==> config.mk <==
export PLATFORM = sky130hd
export DESIGN_NAME = apz_top
export DESIGN_NICKNAME = d
export VERILOG_FILES = /design/src/inc/apz_pkg.sv /design/src/inc/apz_fifo_if.sv /design/src/rtl/apz_top.sv /design/src/rtl/apz_fifo.sv
export SDC_FILE = /design/constraint.sdc
export NUM_CORES = 1
export LEC_CHECK = 0
export BUFFER_PORTS_ARGS = -buffer_cell sky130_fd_sc_hd__buf_4
export CORE_MARGIN = 2
export CORE_UTILIZATION = 60
export CTS_BUF_LIST = sky130_fd_sc_hd__clkbuf_2
export DETAILED_ROUTE_END_ITERATION = 12
export PLACE_DENSITY = 0.82
export SYNTH_ARGS = -nofsm -noshare
export SYNTH_HDL_FRONTEND = slang
export SYNTH_HIERARCHICAL = 1
export SYNTH_SLANG_ARGS = --single-unit
==> constraint.sdc <==
create_clock -name clock_i -period 3.7 [get_ports clock_i]
set_clock_uncertainty 0.15 [all_clocks]
set_input_delay 0.37 -clock clock_i [delete_from_list [all_inputs] [get_ports clock_i]]
set_output_delay 0.37 -clock clock_i [all_outputs]
set_load 0.1 [all_outputs]
==> src/inc/apz_pkg.sv <==
// package for async_port_zero: mode field positions, reset values, timing constants
// assumes a single 25 MHz system clock; baud divisor supplied by the caller
package apz_pkg;
  localparam int          APZ_CLK_HZ        = 25_000_000;
  localparam int          APZ_MIN_BPS       = 300;
  localparam int          APZ_MAX_BPS       = 1_250_000;
  localparam int          APZ_OVS           = 16;
  // divisor of clock per oversample tick; longest tick is at the slowest rate
  localparam int          APZ_DIV_MAX       = APZ_CLK_HZ / (APZ_MIN_BPS * APZ_OVS);
  localparam int          APZ_DIV_MIN       = APZ_CLK_HZ / (APZ_MAX_BPS * APZ_OVS);
  localparam int          APZ_DIV_W         = 13;
  localparam logic [12:0] APZ_DIV_RST       = 13'h0001;
  // line_mode_register field positions
  localparam int          APZ_MODE_ISRM     = 0;
  localparam int          APZ_MODE_SL       = 1;
  localparam int          APZ_MODE_CL       = 2;
  localparam int          APZ_MODE_PS0      = 3;
  localparam int          APZ_MODE_PS1      = 4;
  localparam int          APZ_MODE_RXE      = 5;
  localparam int          APZ_MODE_TXE      = 6;
  localparam int          APZ_MODE_UCE      = 7;
  localparam logic [7:0]  APZ_MODE_RST      = 8'h01;
  // parity encoding of bits PS1:PS0
  localparam logic [1:0]  APZ_PAR_NONE      = 2'h0;
  localparam logic [1:0]  APZ_PAR_ZERO      = 2'h1;
  localparam logic [1:0]  APZ_PAR_ODD       = 2'h2;
  localparam logic [1:0]  APZ_PAR_EVEN      = 2'h3;
  // receive_error_status bit positions
  localparam int          APZ_ERR_OVE       = 0;
  localparam int          APZ_ERR_FE        = 1;
  localparam int          APZ_ERR_PE        = 2;
  // transmit_progress_status bit positions
  localparam int          APZ_TPS_TSF       = 0;
  localparam int          APZ_TPS_TBF       = 1;
  localparam int          APZ_FIFO_DEPTH    = 16;
  localparam int          APZ_SYNC_STAGES   = 3;

  typedef enum logic [2:0] {APZ_IDLE, APZ_START, APZ_DATA, APZ_PAR, APZ_STOP} apz_ph_e;
endpackage

==> src/inc/apz_fifo_if.sv <==
// stream carrier between the top module and its transmit fifo
// assumes both ends share clock_i
`timescale 1ns/10ps
interface apz_fifo_if #(parameter int WIDTH = 8);
  logic             in_valid;
  logic             in_ready;
  logic [WIDTH-1:0] in_data;
  logic             out_valid;
  logic             out_ready;
  logic [WIDTH-1:0] out_data;
  modport fifo (input in_valid, in_data, out_ready, output in_ready, out_valid, out_data);
  modport user (output in_valid, in_data, out_ready, input in_ready, out_valid, out_data);
endinterface

==> src/rtl/apz_top.sv <==
// async_port_zero: full duplex serial channel with mode, status and holding buffers
// assumes cpu-side strobes are one-cycle pulses on clock_i; serial_in_pin is asynchronous
`timescale 1ns/10ps

// Overview of operation
// RULE_01: rates 300 bps to 1,250 kbps from a programmable divisor of the system clock.
// RULE_02: one byte after a start bit, transmit and receive run simultaneously.
// RULE_03: rx_error_irq pulses on OR of parity, framing and overrun errors.
// RULE_04: rx_done_irq pulses when received byte enters the receive holding buffer.
// RULE_05: tx_done_irq pulses when a whole frame finishes shifting out.
// RULE_06: mode bit selects 7 or 8 data bits for both directions.
// RULE_07: parity is odd, even, fixed zero or none by mode bits.
// RULE_08: transmitter appends one or two stop bits by mode bit.
// RULE_09: error flags set on error; reading the error status clears them.
// RULE_10: transmit status shows buffer-holds-data and shifter-busy flags.
// RULE_11: receiver checks parity per mode; mismatch sets parity error flag.
// RULE_12: receive shifter goes serial to parallel, loads buffer after stop bit.
// RULE_13: receive buffer is 8 bits; 7-bit characters load zero into MSB.
// RULE_14: buffer load only while reception enabled, at end of frame.
// RULE_15: writing the transmit holding buffer starts a transmission.
// RULE_16: byte moved into transmit shifter is shifted out on serial_out_pin.
// RULE_17: transmit frame gets start, optional parity and configured stop bits.
// RULE_18: shift registers have no software read or write path.
// RULE_19: enabling while input pin is low starts reception at once.
// RULE_20: low start bit, LSB first, high stop bits, line idles high.
// RULE_21: framing error on low first stop bit; overrun if unread buffer overwritten.
module apz_top
  import apz_pkg::*;
#(
  parameter int DIV_W = APZ_DIV_W  // width of oversample divisor
) (
  input  wire logic             clock_i,                  // 25 MHz system clock
  input  wire logic             srst_i,                   // sync reset, active high
  input  wire logic [7:0]       line_mode_wdata_i,        // new line_mode_register value
  input  wire logic             line_mode_we_i,           // write strobe for mode
  input  wire logic [DIV_W-1:0] baud_div_i,               // clocks per 1/16 bit, >=1
  input  wire logic [7:0]       tx_wdata_i,               // transmit_holding_buffer data
  input  wire logic             tx_we_i,                  // write strobe, transmit buffer
  input  wire logic             rx_rd_i,                  // read strobe, receive buffer
  input  wire logic             err_rd_i,                 // read strobe, error status
  input  wire logic             serial_in_pin_i,          // serial input pin
  output logic [7:0]            line_mode_register_o,     // mode register readback
  output logic [7:0]            receive_holding_buffer_o, // received character
  output logic [7:0]            receive_error_status_o,   // pe/fe/ove flags
  output logic [7:0]            transmit_progress_status_o, // tbf/tsf flags
  output logic                  tx_ready_o,               // transmit buffer can take a write
  output logic                  rx_error_irq_o,           // reception error pulse
  output logic                  rx_done_irq_o,            // reception completion pulse
  output logic                  tx_done_irq_o,            // transmission completion pulse
  output logic                  serial_out_pin_o          // serial output pin
);
  localparam int QW = $clog2(APZ_FIFO_DEPTH) + 1;

  typedef struct packed {
    logic [7:0]       mode;
    logic [2:0]       sync;
    logic             rx_line;
    logic [DIV_W-1:0] tick_cnt;
    apz_ph_e          rph;
    logic [3:0]       rsub;
    logic [2:0]       rbit;
    logic [7:0]       rshift;
    logic             rpar;
    logic [7:0]       rbuf;
    logic             rfull;
    logic [2:0]       err;
    apz_ph_e          tph;
    logic [3:0]       tsub;
    logic [2:0]       tbit;
    logic [7:0]       tshift;
    logic             tpar;
    logic             tstop2;
    logic             txd;
    logic             irq_err;
    logic             irq_rx;
    logic             irq_tx;
    logic             tbf;
    logic [QW-1:0]    qcnt;
    logic             room;
    logic             rwait_hi;
  } apz_top_s;

  apz_top_s    st;
  apz_top_s    next_st;
  logic        tick;
  logic        uce;
  logic        rxe;
  logic        txe;
  logic        len7;
  logic        two_stop;
  logic [1:0]  pmode;
  logic [2:0]  last_bit;
  logic        par_bit;
  logic [7:0]  rx_char;
  logic [2:0]  new_err;

  apz_fifo_if #(.WIDTH(8)) txq ();

  apz_fifo #(
    .WIDTH (8),
    .DEPTH (APZ_FIFO_DEPTH)
  ) u_txq (
    .clock_i (clock_i),
    .srst_i  (srst_i),
    .f       (txq)
  );

  assign uce      = st.mode[APZ_MODE_UCE];
  assign rxe      = st.mode[APZ_MODE_RXE];
  assign txe      = st.mode[APZ_MODE_TXE];
  assign len7     = ~st.mode[APZ_MODE_CL];  // [RULE_06]
  assign two_stop = st.mode[APZ_MODE_SL];
  assign pmode    = {st.mode[APZ_MODE_PS1], st.mode[APZ_MODE_PS0]};
  assign last_bit = len7 ? 3'h6 : 3'h7;
  assign tick     = (st.tick_cnt == '0);

  // [RULE_15] a write lands in the fifo; back-pressure shows on tx_ready_o
  assign txq.in_valid  = tx_we_i && uce && txe;
  assign txq.in_data   = tx_wdata_i;
  assign txq.out_ready = (st.tph == APZ_IDLE) && uce && txe;

  // [RULE_13] 7-bit characters leave the top bit zero
  assign rx_char = len7 ? {1'b0, st.rshift[7:1]} : st.rshift;

  always_comb begin
    next_st = st;
    next_st.irq_err = 1'b0;
    next_st.irq_rx  = 1'b0;
    next_st.irq_tx  = 1'b0;
    new_err         = 3'h0;
    par_bit         = 1'b0;

    if (line_mode_we_i) begin
      next_st.mode = line_mode_wdata_i;
    end
    // pin sampled through three stages; change taken when last two agree
    next_st.sync = {st.sync[1:0], serial_in_pin_i};
    if (st.sync[1] == st.sync[2]) begin
      next_st.rx_line = st.sync[2];
    end
    // [RULE_01] 16x oversample tick from the programmed divisor
    next_st.tick_cnt = tick ? baud_div_i - 1'b1 : st.tick_cnt - 1'b1;

    // receiver; [RULE_18] shifter reachable only through the buffer
    if (st.rx_line || !uce || !rxe) begin
      next_st.rwait_hi = 1'b0;
    end
    if (!uce || !rxe) begin
      next_st.rph = APZ_IDLE;
    end else if (tick) begin
      next_st.rsub = st.rsub + 4'h1;
      unique case (st.rph)
        APZ_IDLE: begin
          // [RULE_19] [RULE_20] a low line is a start bit, even right at enable
          // a low tail after a framing error must not re-arm a false start
          if (!st.rx_line && !st.rwait_hi) begin
            next_st.rph  = APZ_START;
            next_st.rsub = 4'h1;
          end
        end
        APZ_START: begin
          if (st.rsub == 4'h7) begin
            if (st.rx_line) begin
              next_st.rph = APZ_IDLE;  // glitch, not a start bit
            end else begin
              next_st.rph  = APZ_DATA;
              next_st.rsub = 4'h8;
              next_st.rbit = 3'h0;
              next_st.rpar = 1'b0;
            end
          end
        end
        APZ_DATA: begin
          if (st.rsub == 4'h7) begin
            // [RULE_12] [RULE_20] lsb first into the top, shifting down
            next_st.rshift = {st.rx_line, st.rshift[7:1]};
            next_st.rpar   = st.rpar ^ st.rx_line;
            next_st.rbit   = st.rbit + 3'h1;
            if (st.rbit == last_bit) begin
              next_st.rph = (pmode == APZ_PAR_NONE) ? APZ_STOP : APZ_PAR;
            end
          end
        end
        APZ_PAR: begin
          if (st.rsub == 4'h7) begin
            next_st.rpar = st.rpar ^ st.rx_line;
            next_st.rph  = APZ_STOP;
          end
        end
        APZ_STOP: begin
          if (st.rsub == 4'h7) begin
            next_st.rph = APZ_IDLE;
            // [RULE_11] total ones: odd mode wants 1, even 0; zero mode wants bit 0
            unique case (pmode)
              APZ_PAR_ODD:  new_err[APZ_ERR_PE] = ~st.rpar;
              APZ_PAR_EVEN: new_err[APZ_ERR_PE] = st.rpar;
              APZ_PAR_ZERO: new_err[APZ_ERR_PE] = st.rpar ^ ^rx_char;
              APZ_PAR_NONE: new_err[APZ_ERR_PE] = 1'b0;
            endcase
            new_err[APZ_ERR_FE]  = ~st.rx_line;  // [RULE_21]
            next_st.rwait_hi     = ~st.rx_line;
            new_err[APZ_ERR_OVE] = st.rfull && !rx_rd_i;  // [RULE_21]
            // [RULE_14] [RULE_04] load buffer at frame end while enabled
            next_st.rbuf   = rx_char;
            next_st.rfull  = 1'b1;
            next_st.irq_rx = 1'b1;
            // [RULE_03] one interrupt for any of the three errors
            next_st.irq_err = |new_err;
          end
        end
        default: next_st.rph = APZ_IDLE;
      endcase
    end
    if (rx_rd_i && !next_st.irq_rx) begin
      next_st.rfull = 1'b0;
    end
    // [RULE_09] read clears, but a same-cycle new error still sets
    next_st.err = (err_rd_i ? 3'h0 : st.err) | new_err;

    // transmitter
    if (!uce || !txe) begin
      next_st.tph = APZ_IDLE;
      next_st.txd = 1'b1;
    end else begin
      if (st.tph == APZ_IDLE) begin
        next_st.txd = 1'b1;
        if (txq.out_valid) begin
          // [RULE_16] buffer byte moves into the shifter
          next_st.tshift = txq.out_data;
          next_st.tph    = APZ_START;
          next_st.tsub   = 4'h0;
          next_st.tstop2 = 1'b0;
          next_st.txd    = 1'b0;  // [RULE_17] [RULE_20] start bit low
        end
      end else if (tick) begin
        next_st.tsub = st.tsub + 4'h1;
        if (st.tsub == 4'hF) begin
          unique case (st.tph)
            APZ_START: begin
              next_st.tph  = APZ_DATA;
              next_st.tbit = 3'h0;
              next_st.txd  = st.tshift[0];  // [RULE_20] lsb first
              next_st.tpar = st.tshift[0];
              next_st.tshift = {1'b0, st.tshift[7:1]};
            end
            APZ_DATA: begin
              next_st.tbit = st.tbit + 3'h1;
              if (st.tbit == last_bit) begin
                // [RULE_07] [RULE_17] parity slot or straight to stop
                unique case (pmode)
                  APZ_PAR_ODD:  par_bit = ~st.tpar;
                  APZ_PAR_EVEN: par_bit = st.tpar;
                  APZ_PAR_ZERO: par_bit = 1'b0;
                  APZ_PAR_NONE: par_bit = 1'b1;
                endcase
                next_st.tph = (pmode == APZ_PAR_NONE) ? APZ_STOP : APZ_PAR;
                next_st.txd = par_bit;
              end else begin
                next_st.txd    = st.tshift[0];
                next_st.tpar   = st.tpar ^ st.tshift[0];
                next_st.tshift = {1'b0, st.tshift[7:1]};
              end
            end
            APZ_PAR: begin
              next_st.tph = APZ_STOP;
              next_st.txd = 1'b1;
            end
            APZ_STOP: begin
              // [RULE_08] second stop bit when selected
              if (two_stop && !st.tstop2) begin
                next_st.tstop2 = 1'b1;
              end else begin
                next_st.tph    = APZ_IDLE;
                next_st.irq_tx = 1'b1;  // [RULE_05]
              end
              next_st.txd = 1'b1;
            end
            default: next_st.tph = APZ_IDLE;
          endcase
        end
      end
    end
    // shadow fill count keeps status and ready on flops, no dip on a pop
    next_st.qcnt = st.qcnt + QW'(txq.in_valid && txq.in_ready)
                 - QW'(txq.out_valid && txq.out_ready);
    next_st.tbf  = (next_st.qcnt != '0);
    next_st.room = (next_st.qcnt != QW'(APZ_FIFO_DEPTH));
  end

  always_ff @(posedge clock_i) begin
    if (srst_i) begin
      st          <= '0;
      st.mode     <= APZ_MODE_RST;
      st.sync     <= 3'h7;
      st.rx_line  <= 1'b1;
      st.txd      <= 1'b1;
      st.room     <= 1'b1;
      st.rph      <= APZ_IDLE;
      st.tph      <= APZ_IDLE;
    end else begin
      st <= next_st;
    end
  end

  // [RULE_10] [RULE_02] status and outputs straight from flops
  assign line_mode_register_o       = st.mode;
  assign receive_holding_buffer_o   = st.rbuf;
  assign receive_error_status_o     = {5'h00, st.err};
  assign transmit_progress_status_o = {6'h00, st.tbf, st.tph != APZ_IDLE};
  assign tx_ready_o                 = st.room;
  assign rx_error_irq_o             = st.irq_err;
  assign rx_done_irq_o              = st.irq_rx;
  assign tx_done_irq_o              = st.irq_tx;
  assign serial_out_pin_o           = st.txd;
endmodule

==> src/rtl/apz_fifo.sv <==
// synchronous fifo with valid/ready on both sides
// assumes single clock, synchronous active high reset
`timescale 1ns/10ps
module apz_fifo
  import apz_pkg::*;
#(
  parameter int WIDTH = 8,
  parameter int DEPTH = APZ_FIFO_DEPTH
) (
  input  wire logic clock_i,  // system clock
  input  wire logic srst_i,   // sync reset
  apz_fifo_if.fifo  f         // stream ports
);
  localparam int AW = $clog2(DEPTH);
  typedef struct packed {
    logic [AW-1:0] wp;
    logic [AW-1:0] rp;
    logic [AW:0]   cnt;
  } apz_fifo_s;

  logic [WIDTH-1:0] mem [DEPTH];
  apz_fifo_s        st;
  apz_fifo_s        next_st;
  logic             push;
  logic             pop;

  assign f.in_ready  = (st.cnt != (AW+1)'(DEPTH));
  assign f.out_valid = (st.cnt != '0);
  assign f.out_data  = mem[st.rp];
  assign push        = f.in_valid && f.in_ready;
  assign pop         = f.out_valid && f.out_ready;

  always_comb begin
    next_st = st;
    if (push) begin
      next_st.wp = st.wp + 1'b1;
    end
    if (pop) begin
      next_st.rp = st.rp + 1'b1;
    end
    next_st.cnt = st.cnt + (AW+1)'(push) - (AW+1)'(pop);
  end

  always_ff @(posedge clock_i) begin
    if (srst_i) begin
      st <= '0;
    end else begin
      st <= next_st;
    end
    if (push) begin
      mem[st.wp] <= f.in_data;
    end
  end
endmodule

After elaboration in Yosys (flattened, before gate mapping):

Memory sizes are Yosys's and may differ from the RTL's. A register that Yosys moved wholly into a read port is not among the register bits.
Index checks and enable logic that the tools add are counted.
Widths: inputs -> output; s select.

* register bits: 101
* latch bits: 0
* RAM bits: 128
* bits in read-only memories: 0
* input bits: 36
* memories kept: 1

Memories
* u_txq.mem: words 16, width 8, read ports 1, clocked after Yosys merged registers in 1, wr ports 1, RTL line apz_fifo.sv:21 `logic [WIDTH-1:0] mem [DEPTH];`

* $add $sub $neg: 12
* multipliers: 0
* div/mod/pow operators: 0
* $lt $le $gt $ge: 0
* equal/unequal tests: 30
* shifts and indexed selects: 0
* muxes and demuxes: 63
* bitwise logic cells: 15
* reduce and logical (&&, ||, !) cells: 59

Operators by type and width (number)
* $mux 3: 13
* $mux 7: 4
* $sub 13x1->13 const B: 2
* $mux 8: 3
* $pmux 12 s2: 1
* $reduce_and 6->1: 4
* $mux 1: 23
* $mux 21: 1
* $add 4x1->4 const B: 4
* $ne 2x2->1 const B: 8
* $pmux 3 s5: 1
* $mux 14: 1
* $reduce_and 7->1: 2
* $logic_not 13->1: 1
* $mux 13: 1
* $eq 3x2->1 const B: 4
* $mux 12: 1
* $pmux 3 s4: 1
* $reduce_bool 2->1: 6
* $not 1->1: 11
* $add 5x1->5: 2
* $logic_and 1x1->1: 10
* $mux 10: 1
* $ne 5x5->1 const B: 2
* other kinds (37): 72

Longest topological paths before layout:

* depth in word-level cells: 13
* depth in mapped cells: 15
* mapped depth without buffers: 14

By module:

Netlist, hierarchy kept.

By module, submodules not included
* apz_fifo: times used 1, cells each 308, area an instance 5810.6 um^2, seq. area each 4184.0 um^2
* apz_top: times used 1, cells each 600, area an instance 4956.0 um^2, seq. area each 1761.7 um^2

Worst setup path before layout:

Ideal clock, no wire load.

* path type: register to register
* start point: reg st[29] in the netlist's numbering
* end point: reg u_txq/st[4] in the netlist's numbering
* library setup time: 117 ps
* arrival: 3121 ps
* data required time: 3433 ps
* path slack: 312 ps
* cell stages (with the launch flop): 16
* period minus slack after synthesis: 3388 ps
* cells stage by stage: dfxtp_1 -> clkbuf_1 -> nor3_1 -> inv_1 -> nor2_1 -> nand2_1 -> inv_1 -> ha_1 -> inv_1 -> ha_1 -> inv_1 -> fa_1 -> nor2b_1 -> o21bai_1 -> a21oi_1 -> nor3b_1

* word-level cells in the longest chain between the ends: 5

Ends and longest elaborated chain
* start: declaration: RTL line apz_top.sv:83 `apz_top_s st;`
* start signal: assignment: RTL line apz_top.sv:301 `st <= next_st;`
* $logic_not 3->1: RTL line apz_top.sv:120 `assign txq.out_ready = (st.tph == APZ_IDLE) && uce && txe;`
* $logic_and 1x1->1 (2 in series): RTL line apz_top.sv:120
* net txq.out_ready: RTL line apz_fifo_if.sv:9 `logic out_ready;`
* $logic_and 1x1->1: RTL line apz_fifo.sv:31 `assign pop = f.out_valid && f.out_ready;`
* $sub 5x1->5: RTL line apz_fifo.sv:41 `next_st.cnt = st.cnt + (AW+1)'(push) - (AW+1)'(pop);`
* end signal: assignment: RTL line apz_fifo.sv:48 `st <= next_st;`
* end: declaration: RTL line apz_fifo.sv:22 `apz_fifo_s st;`

The timed path passes the listed nets, and every way through them passes these cells.
A chain may end at the register's enable or synchronous reset.

Worst setup path after layout:

* start point: reg st[66] in the netlist's numbering
* end point: reg st[73] in the netlist's numbering

* word-level cells in the longest chain between the ends: 2
* elaborated cells on any way between the ends: 3
* those cells by class: 1 x add/sub; 1 x mux; 1 x reduce/logical

Ends and longest elaborated chain
* $sub 13x1->13 or $logic_not 13->1 (tied branches): RTL line apz_top.sv:142, apz_top.sv:115
* $mux 13 (*): RTL line apz_top.sv:142 `next_st.tick_cnt = tick ? baud_div_i - 1'b1 : st.tick_cnt - 1'b1;`

Mark *: on every way between the ends. The rest lies on a longest branch, timed or not.

==> run summary <==
Sequential-to-total area share from yosys stat: 55.2%
Final min period: 3.28 ns
Grt total ovfl: 0
Internal: 0.00392 W
Post-Synthesis Cells: 908
Mapped cell area: 10800 um2
DRC Markers: 0
Max-cap violations: 0
Starting density of the core: 61.8%
First-pass GRT wire length: 37700 um
CP startpoint kind: register
Iteration-0 DRC Markers: 820
Hold Crit Depth: 4
Resize count post-CTS: 0
Switching power: 0.00195 W
FP Rows: 48
Clock power frac: 28.1%
GRT Total Usage: 25.8%
Worst IR Drop VDD: 419 uV
Post-synthesis register bit count: 233
M2 GR Usage: 44.1%
Buffers on Ports: 61
DPL Wire Length: 15200 um
Number of flops mapped to enable cells by yosys: 128
PnR Total Power: 0.00587 W
Largest net degree at the start of global routing: 50
Setup TNS: 0 ns
Largest family of logic cells by synthesized area: simple AND/OR/NAND/NOR gates
Most frequent cell after synthesis: edfxtp_1
Top post-synthesis cells by area: edfxtp_1 36%, dfxtp_1 20%, mux4_2 3.8%, mux4_1 3.4%, nor2_1 2.9%
Vias in the first global route: 7398
CP arrival: 3.80 ns
CP max FO: 7
Clk sinks: 233
Synth Area in XOR/XNOR: 2.24%
Initial antenna violation count: 1
DRT Pass-1 Iters: 5
Warning count from the yosys run: 6
Later-pin clock latency in the skew report: 0.83 ns
Synth area leader: edfxtp_1
Fin nets: 1080
# Post-CTS Setup Buffers: 0
Total CTS buffers: 57
Synth Area in Simple Gates: 14.1%
Drt wl/cell: 18.7 um
Switching share of power: 33.2%
Leak: 4.55 nW
Combinational power share: 22.3%
Share of post-route cells with drive strength above 1: 19.9%
Post-route ant nets: 0
GR peak layer: met2
Final wirelength: 24200 um
Setup crit end kind: register
Post-synthesis mux area share: 10.8%
Post-synth top flop: edfxtp_1
Die H: 138 um
Worst Path Required: 4.22 ns
RSZ-0062 raised after global routing: false
Synth Area in Compound Gates: 9.24%
Root buf cell: clkbuf_2
CTS Hold Bufs: 50
Num ports: 73
Seq pwr share: 49.6%
Max Freq: 0.305 GHz
Area Overhead vs Synth: 13.3%
Avg Synthesized Cell Area: 11.9 um2
Adder-Cell Fraction of Synth Area: 2.81%
Number of distinct library cells after synthesis: 76
Final Hold Vio Count: 0
Pwr Density: 481 nW/um2
Vias/cell: 5.91
Synth async-reset ratio: 0%
Global-route track usage on met1: 33.1%
Top-area cell type share of the netlist area: 35.7%
Met3 usage: 4.68%
Slew @ Worst Pin: 0.843 ns
Final setup fails: 0
Die Area: 19000 um2
Core area: 17400 um2
Status: complete, no violations
Max-slew violations: 0
CTS tree: done
Cells on worst reg2reg path: 10
Die width: 138 um
Final core occ: 70.1%
Post-route clock period utilization: 88.7%
Commonest cells in the netlist: 128 x edfxtp_1, 105 x dfxtp_1, 82 x nor2_1
H-tree level count: 2
Via count: 7655
Final Wtd Congestion: 0.899
Finished Layout Cells: 1296
Longest Clk Path Bufs: 3
WS Path Type: register to register
Placed Cells: 1137
Clk slew on worst S/H paths: 0.12 ns
Class of the worst hold path: input pin to register
Max_slew headroom: 43.6%
==> cells in the final DEF (no fill, tap or decap), drive strengths merged, types with 4 or more instances in the layout <==
cell         netlist  final
a21o               6      6
a21oi             51     51
a22oi             16     16
a31oi              5      5
a32oi              7      7
and2              18     18
and3               8      8
buf               50     76
clkbuf            29     83
clkinv             0     23
conb               1     11
dfxtp            105    105
dlygate4sd3        0     50
edfxtp           128    128
ha                21     21
inv               30     31
mux2              15     15
mux2i             22     22
mux4              32     32
nand2             59     59
nand2b             8      8
nand3             25     25
nand3b             4      4
nand4              8      8
nor2              82     82
nor2b             16     16
nor3              10     10
nor3b              9      9
nor4              11     11
o211ai             4      4
o21ai             26     26
o41ai              4      4
or2                8      8
or3                8      8
or4                7      7
or4b               5      5
xnor2             13     13
xor2              12     12
==> area by class of cell <==
cell class,count,area [um2]
clock inverters,25,106
well taps,225,282
diodes,1,2.50
inverters,30,113
clock buffers,83,415
repair buffers,126,1070
multi-input cells,573,4270
flip-flops and latches,233,5950
fillers,1236,5220
==> power by group through the flow <==
stage / combinational [W] / clock (W) / sequential (W)
floorplan: 0.000981 / 0 / 0.00295
finish: 0.00131 / 0.00165 / 0.00291
global route: 0.00143 / 0.00182 / 0.00292
global placement: 0.00120 / 0 / 0.00296
detailed placement: 0.00122 / 0 / 0.00297
CTS: 0.00128 / 0.00168 / 0.00291
==> layer usage <==
layer / wire length, um / vias up
met3: 1430 / 66
met2: 12100 / 309
li1: - / 3595
met4: 658 / 0
met1: 9970 / 3685
met5: 0 / -
==> worst max-delay path: stages (launching register included) <==
cell and delay, ns:
dfxtp_1 0.42, or3_1 0.32, nor4_4 0.10, a21oi_1 0.19, ha_1 0.18, or4b_2 0.60
a41oi_1 0.21, nand2_1 0.15, nor4_1 0.24, dlygate4sd3_1 0.58, nor3_1 0.04
==> state kept, by name, summed over array words and instances (netlist names), 2 cells and up, named ones only <==
signal,cells
next_st,2
u_txq/mem,128
receive_error_status_o,3
receive_holding_buffer_o,8
line_mode_register_o,8
u_txq/st,13
st,61
==> cells by family after synthesis <==
family / Yosys count
simple gates: 292
flops: 233
compound gates: 152
buf+inv: 112
mux: 69
xor+xnor: 26
fa+ha+maj: 23
other cells: 1
==> final timing paths <==
kind	from	to	slack, ns
max	st[66]$_SDFF_PP0_	st[73]$_SDFF_PP0_	0.42
min	tx_we_i	u_txq/st[10]$_SDFFE_PP0P_	0.07
max reg2reg	st[66]$_SDFF_PP0_	st[73]$_SDFF_PP0_	0.42
min reg2reg	receive_holding_buffer_o[0]$_SDFFE_PP0P_	receive_holding_buffer_o[0]$_SDFFE_PP0P_	0.31
==> metrics by stage <==
stage | hold slack (ns) | cell area [um2] | worst slack, ns
floorplan | 0.239 | 10800 | 0.312
global placement | 0.288 | 11200 | 0.581
detailed placement | 0.284 | 11200 | 0.535
CTS | 0.000255 | 12200 | 0.497
global route | 0.0157 | 12200 | 0.208
finish | 0.0706 | 12200 | 0.420
(Power assumes the default switching activity.)
